==> config.mk <==
export PLATFORM = sky130hd
export DESIGN_NAME = pixel_out
export DESIGN_NICKNAME = d
export VERILOG_FILES = /design/src/hdl/pixel_out_pkg.sv /design/src/hdl/line_crc.sv /design/src/hdl/pixel_out.sv
export SDC_FILE = /design/constraint.sdc
export NUM_CORES = 1
export LEC_CHECK = 0
export ABC_AREA = 1
export BUFFER_PORTS_ARGS = -buffer_cell sky130_fd_sc_hd__buf_2
export CORE_MARGIN = 2
export CORE_UTILIZATION = 60
export DETAILED_ROUTE_END_ITERATION = 6
export GPL_ROUTABILITY_DRIVEN = 0
export PLACE_DENSITY = 0.77
export SLEW_MARGIN = 5
export SYNTH_ARGS = -nofsm -noshare
export SYNTH_HDL_FRONTEND = slang
export SYNTH_SLANG_ARGS = --single-unit
export TNS_END_PERCENT = 1
==> constraint.sdc <==
create_clock -name pclk -period 5.88 [get_ports pclk]
set_clock_uncertainty 0.1 [all_clocks]
set_input_delay 0.588 -clock pclk [delete_from_list [all_inputs] [get_ports pclk]]
set_output_delay 0.588 -clock pclk [all_outputs]
set_load 0.03 [all_outputs]
==> src/hdl/pixel_out_pkg.sv <==
package pixel_out_pkg;

   localparam int ADDR_W = 8;
   localparam int DATA_W = 32;
   localparam int PIX_W = 10;
   localparam int ROW_W = 11;
   localparam int KERN_W = 8;
   localparam int COL_W = 12;
   localparam int CNT_W = 16;

   localparam logic [ADDR_W-1:0] ADDR_CTRL = 8'h00;
   localparam logic [ADDR_W-1:0] ADDR_REGION0_ROWS = 8'h04;
   localparam logic [ADDR_W-1:0] ADDR_REGION1_ROWS = 8'h08;
   localparam logic [ADDR_W-1:0] ADDR_REGION0_COLS = 8'h0C;
   localparam logic [ADDR_W-1:0] ADDR_REGION1_COLS = 8'h10;
   localparam logic [ADDR_W-1:0] ADDR_OVERHEAD = 8'h14;
   localparam logic [ADDR_W-1:0] ADDR_BLACK_LINES = 8'h18;
   localparam logic [ADDR_W-1:0] ADDR_TRAINING = 8'h1C;
   localparam logic [ADDR_W-1:0] ADDR_STATUS = 8'h20;

   localparam int CTRL_ENABLE = 0;
   localparam int CTRL_SUBSAMPLE = 1;
   localparam int CTRL_COLOUR = 2;
   localparam int CTRL_CRC_SEED = 3;
   localparam int CTRL_BLACK_ROW_FRAME_FLAG_ON = 4;
   localparam int CTRL_BLACK_ROW_ROW_FLAG_ON = 5;
   localparam int CTRL_W = 6;

   localparam int FIRST_LSB = 0;
   localparam int LAST_LSB = 16;
   localparam int STAT_BUSY = 0;
   localparam int STAT_BLACK = 1;
   localparam int STAT_FRAME = 2;
   localparam int STAT_COUNT_LSB = 16;

   localparam logic [CTRL_W-1:0] CTRL_RESET = 6'h30;
   localparam logic [ROW_W-1:0] REGION0_FIRST_RESET = 11'h000;
   localparam logic [ROW_W-1:0] REGION0_LAST_RESET = 11'h009;
   localparam logic [ROW_W-1:0] REGION1_FIRST_RESET = 11'h005;
   localparam logic [ROW_W-1:0] REGION1_LAST_RESET = 11'h00E;
   localparam logic [KERN_W-1:0] REGION0_XFIRST_RESET = 8'h00;
   localparam logic [KERN_W-1:0] REGION0_XLAST_RESET = 8'h01;
   localparam logic [KERN_W-1:0] REGION1_XFIRST_RESET = 8'h02;
   localparam logic [KERN_W-1:0] REGION1_XLAST_RESET = 8'h03;
   localparam logic [CNT_W-1:0] FRAME_OVERHEAD_RESET = 16'h0008;
   localparam logic [CNT_W-1:0] ROW_OVERHEAD_RESET = 16'h0004;
   localparam logic [KERN_W-1:0] BLACK_LINES_RESET = 8'h02;
   localparam logic [PIX_W-1:0] TRAINING_RESET = 10'h3A6;

   localparam logic [PIX_W-1:0] CRC_POLY = 10'h24F;
   localparam logic [2:0] KERNEL_LAST = 3'h7;

   typedef enum logic [4:0] {
      ST_IDLE = 5'b00001,
      ST_FOT = 5'b00010,
      ST_ROT = 5'b00100,
      ST_PIX = 5'b01000,
      ST_CRC = 5'b10000
   } state_t;

endpackage

==> src/hdl/line_crc.sv <==
module line_crc
   import pixel_out_pkg::*;
(
   // Clock and reset.
   input wire logic pclk,
   input wire logic presetn,
   // Control.
   input wire logic init,
   input wire logic seed_ones,
   input wire logic upd,
   input wire logic [PIX_W-1:0] data,
   // Result.
   output logic [PIX_W-1:0] crc
);

   typedef struct packed {
      logic [PIX_W-1:0] crc;
   } crc_state_t;

   crc_state_t q_r, q_nxt;

   function automatic logic [PIX_W-1:0] crc_step(input logic [PIX_W-1:0] c,
                                                 input logic [PIX_W-1:0] d);
      logic [PIX_W-1:0] r;
      logic fb;
      r = c;
      for (int i = PIX_W - 1; i >= 0; i--) begin
         fb = r[PIX_W-1] ^ d[i];
         r = {r[PIX_W-2:0], 1'b0} ^ (fb ? CRC_POLY : '0);
      end
      return r;
   endfunction

   always_comb begin
      q_nxt = q_r;
      if (init) begin
         q_nxt.crc = seed_ones ? '1 : '0;
      end else if (upd) begin
         q_nxt.crc = crc_step(q_r.crc, data);
      end
   end

   always_ff @(posedge pclk or negedge presetn) begin
      if (!presetn) begin
         q_r <= '0;
      end else begin
         q_r <= q_nxt;
      end
   end

   assign crc = q_r.crc;

endmodule

==> src/hdl/pixel_out.sv <==
// Chosen here: register access over APB and the register addresses.
module pixel_out
   import pixel_out_pkg::*;
(
   // Clock and reset.
   input wire logic pclk,
   input wire logic presetn,
   // APB slave.
   input wire logic [ADDR_W-1:0] paddr,
   input wire logic psel,
   input wire logic penable,
   input wire logic pwrite,
   input wire logic [DATA_W-1:0] pwdata,
   output logic [DATA_W-1:0] prdata,
   output logic pready,
   output logic pslverr,
   // Link clock from outside.
   input wire logic link_clk,
   // Pixel array read port.
   output logic [ROW_W-1:0] pix_row,
   output logic [COL_W-1:0] pix_col,
   output logic pix_black,
   input wire logic [PIX_W-1:0] pix_data,
   // Parallel pixel output.
   output logic out_clk,
   output logic frame_strobe,
   output logic row_strobe,
   output logic [PIX_W-1:0] out_data
);

   typedef struct packed {
      state_t st;
      logic s1;
      logic s2;
      logic s3;
      logic pready;
      logic pslverr;
      logic [DATA_W-1:0] prdata;
      logic [CTRL_W-1:0] ctrl;
      logic [ROW_W-1:0] region0_first_row;
      logic [ROW_W-1:0] region0_last_row;
      logic [ROW_W-1:0] region1_first_row;
      logic [ROW_W-1:0] region1_last_row;
      logic [KERN_W-1:0] x0_first;
      logic [KERN_W-1:0] x0_last;
      logic [KERN_W-1:0] x1_first;
      logic [KERN_W-1:0] x1_last;
      logic [CNT_W-1:0] frame_overhead_time;
      logic [CNT_W-1:0] row_overhead_time;
      logic [KERN_W-1:0] black_lines;
      logic [PIX_W-1:0] train;
      logic f_sub;
      logic f_col;
      logic f_seed;
      logic f_bf;
      logic f_bl;
      logic blk;
      logic [KERN_W-1:0] blk_idx;
      logic [ROW_W-1:0] row;
      logic seg;
      logic [KERN_W-1:0] kern;
      logic [2:0] sub;
      logic [CNT_W-1:0] cnt;
      logic [CNT_W-1:0] frames;
      logic [PIX_W-1:0] dout;
      logic fv;
      logic lv;
      logic clk_out;
      logic [ROW_W-1:0] prow;
      logic [COL_W-1:0] pcol;
      logic pblk;
   } core_t;

   localparam core_t CORE_RESET = '{
      st: ST_IDLE,
      ctrl: CTRL_RESET,
      region0_first_row: REGION0_FIRST_RESET,
      region0_last_row: REGION0_LAST_RESET,
      region1_first_row: REGION1_FIRST_RESET,
      region1_last_row: REGION1_LAST_RESET,
      x0_first: REGION0_XFIRST_RESET,
      x0_last: REGION0_XLAST_RESET,
      x1_first: REGION1_XFIRST_RESET,
      x1_last: REGION1_XLAST_RESET,
      frame_overhead_time: FRAME_OVERHEAD_RESET,
      row_overhead_time: ROW_OVERHEAD_RESET,
      black_lines: BLACK_LINES_RESET,
      train: TRAINING_RESET,
      dout: TRAINING_RESET,
      default: '0
   };

   core_t q_r, q_nxt;
   logic step;
   logic in0;
   logic in1;
   logic crc_init;
   logic crc_upd;
   logic [ROW_W-1:0] first_all;
   logic [ROW_W-1:0] last_all;
   logic [KERN_W:0] next_kern;
   logic [KERN_W-1:0] seg_last;
   logic [PIX_W-1:0] crc_val;
   logic [DATA_W-1:0] rd_word;
   logic rd_ok;

   function automatic logic in_rows(input logic [ROW_W-1:0] r, input logic [ROW_W-1:0] f,
                                    input logic [ROW_W-1:0] l);
      return (r >= f) && (r <= l);
   endfunction

   function automatic logic count_done(input logic [CNT_W-1:0] c,
                                       input logic [CNT_W-1:0] lim);
      return (lim == '0) || (c >= lim - 16'h0001);
   endfunction

   // Position of the next pixel inside its plain or combined kernel.
   function automatic logic [3:0] pix_off(input logic [2:0] s, input logic odd,
                                          input logic ss, input logic colour);
      if (!ss) begin
         return odd ? {1'b0, KERNEL_LAST - s} : {1'b0, s};
      end else if (!colour) begin
         return {s, 1'b0};
      end else begin
         return {s[2:1], 1'b0, s[0]};
      end
   endfunction

   line_crc u_crc (
      .pclk(pclk),
      .presetn(presetn),
      .init(crc_init),
      .seed_ones(q_r.f_seed),
      .upd(crc_upd),
      .data(pix_data),
      .crc(crc_val)
   );

   // Register read decode.
   always_comb begin
      rd_word = '0;
      rd_ok = 1'b1;
      if (paddr == ADDR_CTRL) begin
         rd_word[CTRL_W-1:0] = q_r.ctrl;
      end else if (paddr == ADDR_REGION0_ROWS) begin
         rd_word[FIRST_LSB +: ROW_W] = q_r.region0_first_row;
         rd_word[LAST_LSB +: ROW_W] = q_r.region0_last_row;
      end else if (paddr == ADDR_REGION1_ROWS) begin
         rd_word[FIRST_LSB +: ROW_W] = q_r.region1_first_row;
         rd_word[LAST_LSB +: ROW_W] = q_r.region1_last_row;
      end else if (paddr == ADDR_REGION0_COLS) begin
         rd_word[FIRST_LSB +: KERN_W] = q_r.x0_first;
         rd_word[LAST_LSB +: KERN_W] = q_r.x0_last;
      end else if (paddr == ADDR_REGION1_COLS) begin
         rd_word[FIRST_LSB +: KERN_W] = q_r.x1_first;
         rd_word[LAST_LSB +: KERN_W] = q_r.x1_last;
      end else if (paddr == ADDR_OVERHEAD) begin
         rd_word[FIRST_LSB +: CNT_W] = q_r.frame_overhead_time;
         rd_word[LAST_LSB +: CNT_W] = q_r.row_overhead_time;
      end else if (paddr == ADDR_BLACK_LINES) begin
         rd_word[KERN_W-1:0] = q_r.black_lines;
      end else if (paddr == ADDR_TRAINING) begin
         rd_word[PIX_W-1:0] = q_r.train;
      end else if (paddr == ADDR_STATUS) begin
         rd_word[STAT_BUSY] = (q_r.st != ST_IDLE);
         rd_word[STAT_BLACK] = q_r.blk;
         rd_word[STAT_FRAME] = q_r.fv;
         rd_word[STAT_COUNT_LSB +: CNT_W] = q_r.frames;
      end else begin
         rd_ok = 1'b0;
      end
   end

   always_comb begin
      q_nxt = q_r;
      crc_init = 1'b0;
      crc_upd = 1'b0;
      next_kern = '0;
      seg_last = '0;

      // Link clock passes two flops; data moves on its falling edge.
      q_nxt.s1 = link_clk;
      q_nxt.s2 = q_r.s1;
      q_nxt.s3 = q_r.s2;
      q_nxt.clk_out = q_r.s2;
      step = q_r.s3 & ~q_r.s2;

      first_all = (q_r.region0_first_row < q_r.region1_first_row) ?
                  q_r.region0_first_row : q_r.region1_first_row;
      last_all = (q_r.region0_last_row > q_r.region1_last_row) ?
                 q_r.region0_last_row : q_r.region1_last_row;
      in0 = in_rows(q_r.row, q_r.region0_first_row, q_r.region0_last_row);
      in1 = in_rows(q_r.row, q_r.region1_first_row, q_r.region1_last_row);

      // APB: one wait state, answer registered.
      q_nxt.pready = psel & penable & ~q_r.pready;
      q_nxt.pslverr = 1'b0;
      if (psel && penable && !q_r.pready) begin
         q_nxt.pslverr = ~rd_ok;
         q_nxt.prdata = pwrite ? '0 : rd_word;
      end
      if (psel && penable && q_r.pready && pwrite && !q_r.pslverr) begin
         if (paddr == ADDR_CTRL) begin
            q_nxt.ctrl = pwdata[CTRL_W-1:0];
         end else if (paddr == ADDR_REGION0_ROWS) begin
            q_nxt.region0_first_row = pwdata[FIRST_LSB +: ROW_W];
            q_nxt.region0_last_row = pwdata[LAST_LSB +: ROW_W];
         end else if (paddr == ADDR_REGION1_ROWS) begin
            q_nxt.region1_first_row = pwdata[FIRST_LSB +: ROW_W];
            q_nxt.region1_last_row = pwdata[LAST_LSB +: ROW_W];
         end else if (paddr == ADDR_REGION0_COLS) begin
            q_nxt.x0_first = pwdata[FIRST_LSB +: KERN_W];
            q_nxt.x0_last = pwdata[LAST_LSB +: KERN_W];
         end else if (paddr == ADDR_REGION1_COLS) begin
            q_nxt.x1_first = pwdata[FIRST_LSB +: KERN_W];
            q_nxt.x1_last = pwdata[LAST_LSB +: KERN_W];
         end else if (paddr == ADDR_OVERHEAD) begin
            q_nxt.frame_overhead_time = pwdata[FIRST_LSB +: CNT_W];
            q_nxt.row_overhead_time = pwdata[LAST_LSB +: CNT_W];
         end else if (paddr == ADDR_BLACK_LINES) begin
            q_nxt.black_lines = pwdata[KERN_W-1:0];
         end else if (paddr == ADDR_TRAINING) begin
            q_nxt.train = pwdata[PIX_W-1:0];
         end
      end

      // Frame engine: one output word per link clock cycle.
      if (step) begin
         q_nxt.fv = ~q_r.blk | q_r.f_bf;
         q_nxt.lv = 1'b0;
         q_nxt.dout = q_r.train;
         case (q_r.st)
            ST_IDLE: begin
               q_nxt.fv = 1'b0;
               if (q_r.ctrl[CTRL_ENABLE]) begin
                  q_nxt.st = ST_FOT;
                  q_nxt.cnt = '0;
                  q_nxt.f_sub = q_r.ctrl[CTRL_SUBSAMPLE];
                  q_nxt.f_col = q_r.ctrl[CTRL_COLOUR];
                  q_nxt.f_seed = q_r.ctrl[CTRL_CRC_SEED];
                  q_nxt.f_bf = q_r.ctrl[CTRL_BLACK_ROW_FRAME_FLAG_ON];
                  q_nxt.f_bl = q_r.ctrl[CTRL_BLACK_ROW_ROW_FLAG_ON];
                  q_nxt.blk = (q_r.black_lines != '0);
                  q_nxt.blk_idx = '0;
                  q_nxt.row = first_all;
                  // The strobe stays low for this word so every frame ends with a fall.
               end
            end
            ST_FOT: begin
               if (count_done(q_r.cnt, q_r.frame_overhead_time)) begin
                  q_nxt.st = ST_ROT;
                  q_nxt.cnt = '0;
               end else begin
                  q_nxt.cnt = q_r.cnt + 16'h0001;
               end
            end
            ST_ROT: begin
               if (!count_done(q_r.cnt, q_r.row_overhead_time)) begin
                  q_nxt.cnt = q_r.cnt + 16'h0001;
               end else if (q_r.blk || in0 || in1) begin
                  q_nxt.st = ST_PIX;
                  q_nxt.seg = ~q_r.blk & ~in0;
                  q_nxt.kern = (!q_r.blk && !in0) ? q_r.x1_first : q_r.x0_first;
                  q_nxt.sub = '0;
                  crc_init = 1'b1;
               end else begin
                  q_nxt.cnt = '0;
                  if (q_r.row >= last_all) begin
                     q_nxt.st = ST_IDLE;
                  end else begin
                     q_nxt.row = q_r.row + 11'h001;
                  end
               end
            end
            ST_PIX: begin
               q_nxt.dout = pix_data;
               q_nxt.lv = ~q_r.blk | q_r.f_bl;
               crc_upd = 1'b1;
               q_nxt.sub = q_r.sub + 3'h1;
               if (q_r.sub == KERNEL_LAST) begin
                  next_kern = {1'b0, q_r.kern} + (q_r.f_sub ? 9'h002 : 9'h001);
                  seg_last = q_r.seg ? q_r.x1_last : q_r.x0_last;
                  if (next_kern <= {1'b0, seg_last}) begin
                     q_nxt.kern = next_kern[KERN_W-1:0];
                  end else if (!q_r.seg && !q_r.blk && in1) begin
                     q_nxt.seg = 1'b1;
                     q_nxt.kern = q_r.x1_first;
                  end else begin
                     q_nxt.st = ST_CRC;
                  end
               end
            end
            ST_CRC: begin
               q_nxt.dout = crc_val;
               q_nxt.st = ST_ROT;
               q_nxt.cnt = '0;
               if (q_r.blk) begin
                  if ({1'b0, q_r.blk_idx} + 9'h001 >= {1'b0, q_r.black_lines}) begin
                     q_nxt.blk = 1'b0;
                  end else begin
                     q_nxt.blk_idx = q_r.blk_idx + 8'h01;
                  end
               end else if (q_r.row >= last_all) begin
                  q_nxt.st = ST_IDLE;
                  q_nxt.frames = q_r.frames + 16'h0001;
               end else begin
                  q_nxt.row = q_r.row + 11'h001;
               end
            end
            default: begin
               q_nxt.st = ST_IDLE;
            end
         endcase
      end

      // Address of the next pixel for the array.
      q_nxt.pblk = q_r.blk;
      q_nxt.prow = q_r.blk ? {3'h0, q_r.blk_idx} : q_r.row;
      q_nxt.pcol = {1'b0, q_r.kern, 3'h0} +
                   {8'h00, pix_off(q_r.sub, q_r.kern[0], q_r.f_sub, q_r.f_col)};
   end

   always_ff @(posedge pclk or negedge presetn) begin
      if (!presetn) begin
         q_r <= CORE_RESET;
      end else begin
         q_r <= q_nxt;
      end
   end

   assign prdata = q_r.prdata;
   assign pready = q_r.pready;
   assign pslverr = q_r.pslverr;
   assign pix_row = q_r.prow;
   assign pix_col = q_r.pcol;
   assign pix_black = q_r.pblk;
   assign out_clk = q_r.clk_out;
   assign frame_strobe = q_r.fv;
   assign row_strobe = q_r.lv;
   assign out_data = q_r.dout;

endmodule

## Yosys cells after proc, flatten, opt, wreduce, memory -nomap -nowiden

Cells that the tools add are included.

- Bits in registers: 289
- Input port bits: 56
- Output and inout port bits: 71

- Add/subtract/negate cells: 11
- Order comparisons: 11
- Eq/ne operators: 30
- Mux-type cells: 110
- Bitwise logic cells: 38
- Reduce and logical (&&, ||, !) cells: 46

Operators by type and width:

| kind | count |
|---|---|
| $mux 10 | 14 |
| $mux 16 | 8 |
| $mux 11 | 10 |
| $mux 8 | 13 |
| $xor 10x10->10 | 10 |
| $mux 5 | 13 |
| $pmux 16 s4 | 1 |
| $mux 7 | 8 |
| $ge 11x11->1 | 3 |
| $mux 33 | 1 |
| $pmux 11 s3 | 1 |
| $add 16x1->16 const B | 2 |
| $eq 8x5->1 const B | 4 |
| $ge 16x16->1 | 2 |
| $logic_not 16->1 | 2 |
| $mux 32 | 1 |
| $sub 16x1->16 const B | 2 |
| $mux 9 | 3 |
| $mux 26 | 1 |
| $pmux 5 s5 | 1 |
| $ne 2x2->1 const B | 12 |
| $pmux 12 s2 | 1 |
| $mux 23 | 1 |
| $le 11x11->1 | 2 |
| 51 further kinds | 130 |

## Depth between registers and ports, before layout

- Depth after elaboration: 32
- Mapped depth: 26

## By module

A second synthesis with hierarchy kept.

- Cell total of the unflattened synthesis: 2,452
- Area total of the unflattened synthesis: 19,005.7 um2

By module, submodules not included:

| module | times used | cells each | area each (um2) | seq. area each (um2) |
|---|---|---|---|---|
| pixel_out | 1 | 2,305 | 17,894.7 | 7,018.0 |
| line_crc | 1 | 147 | 1,111.1 | 250.2 |

## Worst setup path before layout

OpenSTA, ideal clock, no wires.

- Kind: flip-flop to flip-flop
- From: register q_r[190] in the netlist's numbering
- To: register q_r[52] in the netlist's numbering
- Library setup time: 79 ps
- Data arrival time: 3,561 ps
- Required time: 5,701 ps
- Setup slack: 2,140 ps
- Cell stages (with the launch flop): 26
- Buffers on the path: 1
- Period minus slack after synthesis: 3,740 ps
- Path through: dfstp_2 > inv_1 > ha_1 > a21oi_1 > o21ai_0 > nand3_1 > o2111ai_1 > nand2_1 > clkbuf_1 > o21ai_0 > ha_1 > nand2_1 > o21ai_0 > nand2_1 > nand4_1 > nand2_1 > nor2_1 > nand2_1 > inv_2 > nand2_1 > nor3_2 > nand3_1 > nor2_2 > nand2_1 > nor2_1 > xor2_1

- Cells in the longest elaborated chain, start to end: 4

RTL lines:

| element | RTL line | text |
|---|---|---|
| start: declaration | pixel_out.sv:93 | `core_t q_r, q_nxt;` |
| start signal: assignment | pixel_out.sv:327 | `q_r <= q_nxt;` |
| $gt 11x11->1 | pixel_out.sv:190 | `last_all = (q_r.region0_last_row > q_r.region1_last_row) ?` |
| $mux 11 * | pixel_out.sv:190 |  |
| $ge 11x11->1 * | pixel_out.sv:303 | `end else if (q_r.row >= last_all) begin` |
| $reduce_and 4->1 (no source line) * | - |  |

Mark *: on every way between the ends. The rest lies on a longest branch, timed or not.
A chain may end at the register's enable or synchronous reset.

## Worst setup path after layout

- From: register q_r[190] in the netlist's numbering
- To: register q_r[51] in the netlist's numbering

The elaborated chain is that of the path after synthesis.

==> results.py <==
metrics = {
    "clock_tree": {
        "cts-resized-gates": 0,
        "holdBufCountCts": 0,
        "htreeDepth": 1,
        "cts_buffers": 31,
        "cts_tree": "yes",
        "clk_pin_slew_ns": 0.06,
        "clock_path_buffers": 3,
        "cts_sinks": 289,
        "cts.root.buffer_cell": "clkbuf_16",
        "clk_latency_ns": 0.57,
        "post_cts.repair.setup_buffers": 0,
    },
    "pwr": {
        "ir_worst_vdd_mv": 0.258,
        "total_power_mw": 5.57,
        "p_leak_nw": 9.61,
        "power_density_mw_per_mm2": 284,
    },
    "global_routing": {
        "grt_max_degree": 123,
        "grt_pass1_wl_um": 83300,
        "grt_antenna_before_repair": 1,
        "grt_pass1_vias": 15700,
        "grt-ovfl-total": 0,
        "grt_usage": 0.337,
    },
    "setup_path": {
        "cp_slowest_cell": "dfstp_2",
        "endpoint_kind": "flop",
        "crit_path_max_fanout": 20,
        "slowest_delay_ns": 0.53,
        "cp_top_family": "simple AND/OR/NAND/NOR gates",
        "r2r_cells": 23,
        "crit_type": "flop to flop",
        "crit_cells": 23,
        "crit_buf_inv": 1,
        "crit_chain": "inv_1, ha_1, nand2_1, o21ai_0, nand3_1, o2111ai_1, nand2_1, nand2_1, o21ai_0, ha_1, a21oi_1, o21ai_0, nand2_1, nand4_1, nand2_1, nor2_1, nand2_1, nor2_1, nand3_1, nor2_1, and3_1, nand4_1, xnor2_1",
        "worstPathRequired_ns": 6.23,
        "arrival_ns": 5.17,
        "crit_top_cell": "nand2_1",
        "startpoint_type": "flop",
    },
    "sta": {
        "setup-tns-final_ns": 0,
        "period_needed_ns": 4.83,
        "setup_viol": 0,
        "fin_crit_sh": 0.821,
        "final_hold_viol_count": 1,
        "rsz0062_at_grt": "false",
        "slew_violations": 0,
        "clock.fmax_mhz": 207,
        "tightest_slew_ns": 1.09,
        "fin_ws_ns": 1.05,
        "whs_ns": -0.0158,
        "relSlewSlack": 0.272,
    },
    "synthesis": {
        "synth-seq-cells": 289,
        "synth_edf_count": 0,
        "synth-seq-area-share": 0.401,
        "syn_avg_cell_area_um2": 8.06,
        "yosysWarnings": 0,
        "syn_area_mm2": 0.0181,
        "postSynthCellCount": 2251,
        "ys.flop_type": "dfrtp_1",
        "synthDistinctLibCells": 58,
        "async_flop_share": 1.00,
        "syn_nets": 2444,
    },
    "finish": {
        "final_core_util": 0.661,
        "drive_above_1_share": 0.119,
        "syn2layout_area_growth_pct": 8.29,
        "multi_input_area_mm2": 0.00914,
        "layout.nets": 2493,
        "instances_no_fill": 2714,
        "nFillCells": 2455,
        "post-route-cell-area_mm2": 0.0196,
        "final_cell_mix": "nand2_1, o21ai_0, dfrtp_1",
        "sequential_cell_area_mm2": 0.00727,
        "final_common_cell": "nand2_1",
        "diodes": 0,
    },
    "detailed_routing": {
        "drt_first_pass_iters": 7,
        "drc": 4,
        "avgViaCountPerCell": 6.08,
        "drtAntennaViolNets": 0,
        "vias": 16500,
        "wl_per_cell_um": 19.5,
        "wirelength_um": 53000,
        "drt_iter0_drc": 1867,
    },
    "die": {
        "die_w_um": 178,
        "coreArea_mm2": 0.0297,
        "initial_core_util": 0.610,
        "num_rows": 63,
        "dieArea_mm2": 0.0316,
        "die_height_um": 178,
        "pin_count": 127,
    },
    "place": {
        "dp_cells": 2657,
        "placed_area_mm2": 0.0187,
        "dp_hpwl_um": 39700,
        "port_buffers": 126,
        "dp_slack_ns": 1.23,
    },
    "run": {
        "cap_violations": 0,
    },
    "outcome": {
        "status": "finished with violations",
        "violations": "DRC, hold timing",
    },
    "worst_hold_path": {
        "hold_class": "input port to asynchronous set/reset pin",
    },
}
## logic make-up (layout without fill, tap and decap cells)
| logic type | after synthesis | count (layout) | share of synthesized area |
|---|---|---|---|
| XOR/XNOR | 89 | 89 | 0.0465 |
| AO/OA/AOI/OAI | 548 | 548 | 0.171 |
| flip-flops | 289 | 289 | 0.401 |
| AND/OR/NAND/NOR | 789 | 789 | 0.188 |
| buffers and inverters | 393 | 466 | 0.0962 |
| multiplexers | 6 | 6 | 0.00338 |
| adder cells (fa/ha/maj) | 137 | 137 | 0.0949 |
## registers in the layout, indices dropped and copies added (netlist names), 3 cells and up
signal / count
q_nxt: 3
prdata: 32
pix_col: 12
u_crc.crc: 10
out_data: 10
q_r: 205
pix_row: 11
## layer usage
layer,GRT usage,part of all wire,wire (um),vias up
met1,0.462,0.41,21700,7812
met5,0,0,0,-
met3,0.0731,0.10,5530,163
li1,-,-,-,7624
met4,0.153,0.047,2460,0
met2,0.511,0.44,23300,892
## final timing paths
check / to / slack (ns) / from
max: q_r[51] / 1.05 / q_r[190]
max reg2reg: q_r[51] / 1.05 / q_r[190]
max in group asynchronous: q_r[128] / 4.22 / presetn
min: out_data[4] / -0.02 / presetn
min reg2reg: q_nxt[24] / 0.25 / q_nxt[273]
min in group pclk: q_nxt[273] / 0.05 / link_clk
## power breakdown
group | switching (mW) | total [mW] | internal, mW
logic | 0.948 | 1.41 | 0.467
registers | 0.162 | 2.24 | 2.08
clock network | 0.812 | 1.92 | 1.10
total | 1.92 | 5.57 | 3.65
## synthesized netlist by cell type (8+ instances only)
library cell  number  share of area
a211oi_1           8         0.0033
a21oi_1          124          0.034
a221oi_1          16         0.0077
a22oi_1           10         0.0041
buf_4             66          0.027
clkbuf_1          53          0.011
dfrtp_1          260           0.36
dfstp_2           29          0.042
ha_1             136          0.094
inv_1            252          0.052
inv_2              9         0.0019
nand2_1          415          0.086
nand2_2            9         0.0031
nand3_1           80          0.022
nand3_2            9         0.0050
nand4_1           38          0.013
nor2_1           176          0.036
nor3_1            35         0.0097
o211ai_1          18         0.0075
o21ai_0          294          0.081
o22ai_1           26         0.0090
o31ai_1            8         0.0033
xnor2_1           13         0.0063
xor2_1            69          0.033
## worst register-to-register path: cells and delay by family (launching register included)
kind | cells | cell delay, ns
and+or+nand+nor | 14 | 2.43
AOI/OAI and AO/OA | 5 | 0.76
adders and majority gates | 2 | 0.67
DFF | 1 | 0.53
xor gates and xnor gates | 1 | 0.14
buffers and inverters | 1 | 0.08
## layout make-up
cell class	count	area share
multi-input cells	1569	0.465
flip-flops and latches	289	0.370
inverters	267	0.0510
clock buffers	43	0.0438
repair buffers	142	0.0387
well taps	390	0.0248
clock inverters	14	0.00624
Power figures use the tool's default switching activity.
